--- src/design/gss_pkg.sv ---
package gss_pkg;
    // Frame geometry
    localparam int          FRAME_BITS   = 16;
    localparam int          ADDR_BITS    = 7;
    localparam int          DATA_BITS    = 16;
    localparam int          REG_COUNT    = 64;
    localparam logic [4:0]  BIT_CNT_RST  = 5'h00;
    localparam logic [4:0]  BIT_CNT_LAST = 5'h0F;
    // Request word fields: bit 15 write flag, 14:8 byte address, 7:0 write byte
    localparam int          WR_FLAG_POS  = 15;
    localparam int          ADDR_MSB     = 14;
    localparam int          ADDR_LSB     = 8;
    localparam logic [15:0] REG_RST_VAL  = 16'h0000;
    localparam logic [15:0] DOUT_IDLE    = 16'h0000;
    // Host-side timing limits, for reference
    localparam real         IDLE_GAP_US  = 9.0;
    localparam real         SCLK_MIN_MHZ = 0.01;
    localparam real         SCLK_MAX_MHZ = 2.5;
    localparam real         CLK_MHZ      = 125.0;
    localparam int          IDLE_GAP_CYC = int'(IDLE_GAP_US * CLK_MHZ);
    // FIFO shape
    localparam int          FIFO_WIDTH   = 16;
    localparam int          FIFO_DEPTH   = 16;
endpackage

--- src/design/gss_fifo.sv ---
`timescale 1ns/1ns
module gss_fifo #(
    parameter int WIDTH = 16,
    parameter int DEPTH = 16
) (
    input  wire logic             ref_clk_i,
    input  wire logic             rst_b_i,
    input  wire logic             in_valid_i,
    output logic                  in_ready_o,
    input  wire logic [WIDTH-1:0] in_data_i,
    output logic                  out_valid_o,
    input  wire logic             out_ready_i,
    output logic [WIDTH-1:0]      out_data_o
);
    localparam int AW = $clog2(DEPTH);

    typedef struct packed {
        logic [AW-1:0] wr_ptr;
        logic [AW-1:0] rd_ptr;
        logic [AW:0]   count;
    } gss_fifo_st_t;

    gss_fifo_st_t     st_ff;
    gss_fifo_st_t     nxt_st;
    logic [WIDTH-1:0] mem_ff [DEPTH];
    logic             push;
    logic             pop;

    // Handshakes and read data
    assign in_ready_o  = (st_ff.count != (AW+1)'(DEPTH));
    assign out_valid_o = (st_ff.count != '0);
    assign out_data_o  = mem_ff[st_ff.rd_ptr];
    assign push        = in_valid_i && in_ready_o;
    assign pop         = out_valid_o && out_ready_i;

    // Pointer and count update
    always_comb begin
        nxt_st = st_ff;
        if (push) begin
            nxt_st.wr_ptr = st_ff.wr_ptr + 1'b1;
        end
        if (pop) begin
            nxt_st.rd_ptr = st_ff.rd_ptr + 1'b1;
        end
        nxt_st.count = st_ff.count + (AW+1)'(push) - (AW+1)'(pop);
    end

    always_ff @(posedge ref_clk_i or negedge rst_b_i) begin
        if (!rst_b_i) begin
            st_ff <= '0;
        end else begin
            st_ff <= nxt_st;
        end
    end

    // Storage, no reset needed
    always_ff @(posedge ref_clk_i) begin
        if (push) begin
            mem_ff[st_ff.wr_ptr] <= in_data_i;
        end
    end
endmodule

--- src/design/gss_spi_slave.sv ---
// Functional notes
// - Output shifts on each falling clock edge after the first
// - Input sampled on each rising clock edge
// - Select active low gates all serial activity
// - MSB driven immediately when select falls
// - Output released while select high
// - Mode 3, clock idles high, MSB first
// - Read reply comes in following frame
// - Reply only after read request frame
// - Each register has two byte addresses
`timescale 1ns/1ns
module gss_spi_slave
    import gss_pkg::*;
(
    input  wire logic                  ref_clk_i,
    input  wire logic                  rst_b_i,
    input  wire logic                  sclk_i,
    input  wire logic                  cs_b_i,
    input  wire logic                  din_i,
    output logic                       dout_o,
    output logic                       dout_oe_o,
    // Register bank load port from the sensor side
    input  wire logic                  ld_valid_i,
    input  wire logic [ADDR_BITS-2:0]  ld_index_i,
    input  wire logic [DATA_BITS-1:0]  ld_data_i,
    // Received write frames, whole 16-bit words, streamed through the FIFO
    output logic                       wr_valid_o,
    input  wire logic                  wr_ready_i,
    output logic [FIFO_WIDTH-1:0]      wr_data_o,
    output logic                       busy_o
);
    typedef enum logic [0:0] {GSS_IDLE, GSS_XFER} gss_state_t;

    typedef struct packed {
        logic [1:0]           sclk_sync;
        logic [1:0]           cs_sync;
        logic [1:0]           din_sync;
        logic                 sclk_prev;
        logic                 cs_prev;
        gss_state_t           state;
        logic [4:0]           bit_cnt;
        logic [15:0]          rx_shift;
        logic [15:0]          tx_shift;
        logic [15:0]          tx_next;
        logic                 reply_ok;
        logic                 dout;
        logic                 dout_oe;
    } gss_st_t;

    gss_st_t               st_ff;
    gss_st_t               nxt_st;
    logic [DATA_BITS-1:0]  regs_ff [REG_COUNT];
    logic                  sclk_rise;
    logic                  sclk_fall;
    logic                  cs_fall;
    logic                  frame_done;
    logic [15:0]           rx_word;
    logic                  fifo_in_valid;
    logic                  fifo_in_ready;

    // Register read by byte address, both byte addresses return the whole word
    function automatic logic [15:0] reg_read(input logic [ADDR_BITS-1:0] addr);
        logic [15:0] word;
        word = regs_ff[addr[ADDR_BITS-1:1]];
        reg_read = word;
    endfunction

    // Edge detection on synchronised pins
    assign sclk_rise  = st_ff.sclk_sync[1] && !st_ff.sclk_prev;
    assign sclk_fall  = !st_ff.sclk_sync[1] && st_ff.sclk_prev;
    assign cs_fall    = !st_ff.cs_sync[1] && st_ff.cs_prev;
    assign rx_word    = {st_ff.rx_shift[14:0], st_ff.din_sync[1]};
    assign frame_done = (st_ff.state == GSS_XFER) && sclk_rise
                        && (st_ff.bit_cnt == BIT_CNT_LAST);
    assign fifo_in_valid = frame_done && rx_word[WR_FLAG_POS];

    always_comb begin
        nxt_st           = st_ff;
        nxt_st.sclk_sync = {st_ff.sclk_sync[0], sclk_i};
        nxt_st.cs_sync   = {st_ff.cs_sync[0], cs_b_i};
        nxt_st.din_sync  = {st_ff.din_sync[0], din_i};
        nxt_st.sclk_prev = st_ff.sclk_sync[1];
        nxt_st.cs_prev   = st_ff.cs_sync[1];
        unique case (st_ff.state)
            GSS_IDLE: begin
                if (cs_fall) begin
                    nxt_st.state   = GSS_XFER;
                    nxt_st.bit_cnt = BIT_CNT_RST;
                    nxt_st.dout_oe = 1'b1;
                    // Reply only if the previous frame completed as a read
                    nxt_st.reply_ok = 1'b0;
                    nxt_st.dout    = st_ff.reply_ok && st_ff.tx_next[15];
                    nxt_st.tx_shift = st_ff.reply_ok ? {st_ff.tx_next[14:0], 1'b0}
                                                     : DOUT_IDLE;
                end
            end
            GSS_XFER: begin
                if (st_ff.cs_sync[1]) begin
                    nxt_st.state   = GSS_IDLE;
                    nxt_st.dout_oe = 1'b0;
                end else begin
                    if (sclk_rise) begin
                        nxt_st.rx_shift = rx_word;
                        nxt_st.bit_cnt  = st_ff.bit_cnt + 5'h01;
                    end
                    if (sclk_fall && st_ff.bit_cnt != BIT_CNT_RST) begin
                        nxt_st.dout     = st_ff.tx_shift[15];
                        nxt_st.tx_shift = {st_ff.tx_shift[14:0], 1'b0};
                    end
                    if (frame_done) begin
                        // Read request prepares next frame's reply
                        nxt_st.reply_ok = !rx_word[WR_FLAG_POS];
                        nxt_st.tx_next  = rx_word[WR_FLAG_POS] ? DOUT_IDLE
                            : reg_read(rx_word[ADDR_MSB:ADDR_LSB]);
                    end
                end
            end
        endcase
    end

    always_ff @(posedge ref_clk_i or negedge rst_b_i) begin
        if (!rst_b_i) begin
            st_ff           <= '0;
            st_ff.sclk_sync <= 2'b11;
            st_ff.cs_sync   <= 2'b11;
            st_ff.sclk_prev <= 1'b1;
            st_ff.cs_prev   <= 1'b1;
            st_ff.state     <= GSS_IDLE;
            st_ff.tx_next   <= DOUT_IDLE;
        end else begin
            st_ff <= nxt_st;
        end
    end

    // Register bank: sensor loads words, write frames update one byte
    always_ff @(posedge ref_clk_i or negedge rst_b_i) begin
        if (!rst_b_i) begin
            for (int i = 0; i < REG_COUNT; i++) begin
                regs_ff[i] <= REG_RST_VAL;
            end
        end else begin
            if (ld_valid_i) begin
                regs_ff[ld_index_i] <= ld_data_i;
            end
            if (fifo_in_valid && fifo_in_ready) begin
                if (rx_word[ADDR_LSB]) begin
                    regs_ff[rx_word[ADDR_MSB:ADDR_LSB+1]][7:0] <= rx_word[7:0];
                end else begin
                    regs_ff[rx_word[ADDR_MSB:ADDR_LSB+1]][15:8] <= rx_word[7:0];
                end
            end
        end
    end

    // Write frames forwarded to the sensor side
    gss_fifo #(
        .WIDTH (FIFO_WIDTH),
        .DEPTH (FIFO_DEPTH)
    ) u_fifo (
        .ref_clk_i   (ref_clk_i),
        .rst_b_i     (rst_b_i),
        .in_valid_i  (fifo_in_valid),
        .in_ready_o  (fifo_in_ready),
        .in_data_i   (rx_word),
        .out_valid_o (wr_valid_o),
        .out_ready_i (wr_ready_i),
        .out_data_o  (wr_data_o)
    );

    assign dout_o    = st_ff.dout;
    assign dout_oe_o = st_ff.dout_oe;
    assign busy_o    = (st_ff.state == GSS_XFER);
endmodule

--- config.mk ---
export PLATFORM = sky130hd
export DESIGN_NAME = gss_spi_slave
export DESIGN_NICKNAME = d
export VERILOG_FILES = /design/src/design/gss_pkg.sv /design/src/design/gss_fifo.sv /design/src/design/gss_spi_slave.sv
export SDC_FILE = /design/constraint.sdc
export NUM_CORES = 2
export LEC_CHECK = 0
export CAP_MARGIN = 15
export CORE_MARGIN = 8
export CORE_UTILIZATION = 55
export DETAILED_ROUTE_END_ITERATION = 10
export DONT_BUFFER_PORTS = 1
export PLACE_DENSITY = 0.76
export SLEW_MARGIN = 40
export SYNTH_ARGS = -nofsm -noshare
export SYNTH_HDL_FRONTEND = slang
export SYNTH_SLANG_ARGS = --single-unit
--- constraint.sdc ---
create_clock -name ref_clk_i -period 9.1 [get_ports ref_clk_i]
set_clock_uncertainty 0.05 [all_clocks]
set_input_delay 0.91 -clock ref_clk_i [delete_from_list [all_inputs] [get_ports ref_clk_i]]
set_output_delay 0.91 -clock ref_clk_i [all_outputs]
set_load 0.005 [all_outputs]
==> out/qor.txt <==
Number of flops mapped to enable cells by yosys: 256
Initial antenna violation count: 8
Buffers added on ports: 0
Clock Tree Buf Depth: 3
Static leakage: 31.0 nW
Cts bufs inserted: 142
Dpl ws: 4.96 ns
Area growth, synth to finish: 8.37%
CP max stage delay: 0.81 ns
Async SR Flop Fraction: 81.1%
First-pass GRT wire length: 321000 um
Clock sink total: 1356
Clock slew at reported path FFs: 0.06 ns
CTS tree: built
Crit-path slowest cell: o31ai_1
Slew @ Worst Pin: 1.08 ns
Io pins: 49
Pin count of the biggest net entering global routing: 190
Maximum vdd drop: 204 uV
Drc violations: 0
Post-CTS Setup Repair Bufs: 0
GRT overflow: 0
Seq cells post-synth: 1356
Maxcap violations: 0
Vias in the first global route: 51363
Slew HR: 27.3%
Worst EP required: 9.71 ns
RSZ-0062 raised after global routing: no
Layout cells sized above 1: 8.54%
Drt wl/cell: 26.6 um
Post-CTS sizing: 0
FMAX: 211 MHz
Largest cells by area after synthesis: dfrtp_1, mux2i_1, edfxtp_1, a21oi_1, nor2_1
CP Class: flop to flop
Status: complete, but fails checks
Startpoint types: flop
DPL Wire Length: 127000 um
Setup slack after layout: 4.36 ns
Worst-path cell chain: buf_12 -> buf_16 -> nor2_4 -> buf_4 -> a32o_1 -> o31ai_1 -> o2111ai_1 -> a2111oi_0 -> o21ai_1
Gr usage total: 30.2%
CTS HTree Levels: 4
Internal Pwr Total: 11.0 mW
Die ar.: 0.138 mm^2
Chip height: 371 um
Post-synth top flop: dfrtp_1
Sw Ratio: 27.0%
Sequential Power Share: 48.4%
Setup TNS: 0 ns
Failing checks: negative hold slack
Antenna-violating nets left: 0
CP Capture Type: flop
Row count: 130
Clock tree root driver cell: clkbuf_16
Syn Nets: 6687
DR vias: 52684
Fill cells: 9877
Cell Pwr Density: 201 mW/mm^2
Share of the yosys chip area belonging to registers: 50.8%
Initial Utilization: 55.3%
1st-pass router iterations: 7
Post-layout min period: 4.74 ns
Skew-Pair Late Insertion Delay: 0.81 ns
Period utilisation layout: 52.1%
Final GP Congestion: 0.952
Syn avg cell area: 10.4 um^2
Top-area cell type share of the netlist area: 39.4%
Post-synth top cells: mux2i_1, dfrtp_1, nor2_1
Synth warn: 0
Mapped cell area: 0.0694 mm^2
Final wirelength: 213000 um
Worst path arrival time: 5.35 ns
Hold Crit Class: input pin to asynchronous set/reset pin
Final nets: 6300
Final setup violating endpoints: 0
Comb power frac: 12.9%
Total core area: 0.125 mm^2
Psw: 4.07 mW
Synth Instances: 6643
Initial DRC Count: 6590
Sequential cell area: 0.0353 mm^2
Worst-path maximum fanout: 72
Clock Power Share: 38.7%
Hold_ws: -0.00945 ns
Max Slew Vio Count: 0
Area of the multi-input gates: 0.0317 mm^2
Via density: 6.56
Fin. Hold Viols: 3
Die Width: 371 um
Yosys top cell by area: dfrtp_1
Post-synth cell types: 68
Most numerous cell in the Yosys netlist: mux2i_1
==> power by group through the flow <==
stage | clock network, mW | registers, mW | logic [mW]
detailed placement | 0 | 7.40 | 1.92
global route | 6.10 | 7.37 | 2.12
global placement | 0 | 7.37 | 1.72
CTS | 5.88 | 7.29 | 1.93
finish | 5.84 | 7.30 | 1.95
floorplan | 0 | 7.18 | 1.53
==> per-stage QoR <==
step	total power, mW	instance area [um^2]	util (%)	cells
after floorplan	8.71	69400	-	6643
after global placement	9.09	69600	55.5	7727
after detailed placement	9.32	70400	56.1	7753
after CTS	15.1	75000	59.8	8010
after global routing	15.6	75200	60.0	8018
final	15.1	75200	60.0	8027
==> kinds of logic (layout without fill, tap and decap cells) <==
family | count (synthesis) | after routing | share of synthesized area, %
AOI/OAI and AO/OA | 1647 | 1647 | 14.4
and+or+nand+nor | 1544 | 1544 | 9.15
muxes | 1361 | 1361 | 21.1
DFF | 1356 | 1356 | 50.8
buffers and inverters | 709 | 434 | 4.20
adders and majority gates | 15 | 15 | 0.281
xor gates and xnor gates | 11 | 11 | 0.139
other | 0 | 9 | 0
==> state kept, by name, indices dropped and copies added, names as in the netlist <==
| name | cells |
|---|---|
| regs_ff | 1024 |
| u_fifo.mem_ff | 256 |
| st_ff | 39 |
| rx_word | 16 |
| u_fifo.st_ff | 13 |
| nxt_st | 5 |
| busy_o | 1 |
| dout_o | 1 |
| dout_oe_o | 1 |
==> path summary, 6_finish.rpt <==
kind,cells past startpoint,endpoint,start,slack [ns]
min in group ref_clk_i,0,nxt_st[64],sclk_i,0.06
hold / removal,1,regs_ff[876],rst_b_i,-0.009
setup / recovery,9,st_ff[15],rx_word[11],4.36
max in group asynchronous,5,regs_ff[710],rst_b_i,6.16
setup reg to reg,9,st_ff[15],rx_word[11],4.36
hold reg to reg,0,nxt_st[57],nxt_st[62],0.31
==> worst max-delay path, delay by kind of cell (launching register included) <==
kind                   cells  cell delay [ns]
AOI/OAI and AO/OA          5             2.33
buffers and inverters      3             1.10
and+or+nand+nor            1             0.23
DFF                        1             0.67
==> cell type report <==
| class | instances | area share, % |
|---|---|---|
| antenna | 9 | 0.0299 |
| clock buffer | 201 | 5.34 |
| clock inverter | 55 | 0.780 |
| inverter | 63 | 0.316 |
| multi-input combinational | 4578 | 42.1 |
| sequential | 1356 | 46.9 |
| tap | 1650 | 2.75 |
| timing repair buffer | 115 | 1.78 |
==> per-layer routing <==
metal / global-route usage, % / wire length, um / vias up / part of all wire [%]
li1: - / - / 23117 / -
met1: 39.0 / 81900 / 26052 / 38
met2: 45.7 / 94800 / 2852 / 44
met3: 9.68 / 24900 / 657 / 12
met4: 15.5 / 11700 / 6 / 5.5
met5: 0 / 62 / - / 0.029
==> layout by cell type, fill, tap and decap left out, types with 66 or more instances in the layout <==
cell type	n
o22a_1	66
edfxtp_1	256
o21ai_0	100
mux4_2	80
clkbuf_16	145
a21oi_1	1011
nand2_1	275
dfrtp_1	1081
nor2_1	1050
buf_4	72
a221oi_1	160
mux2i_1	1280
==> repair_timing <==
action                                  CTS  global route
endpoints found under the setup margin    0             0
endpoints found under the hold margin     3            51
hold buffers                              1             1
Power figures use the tool's default switching activity.
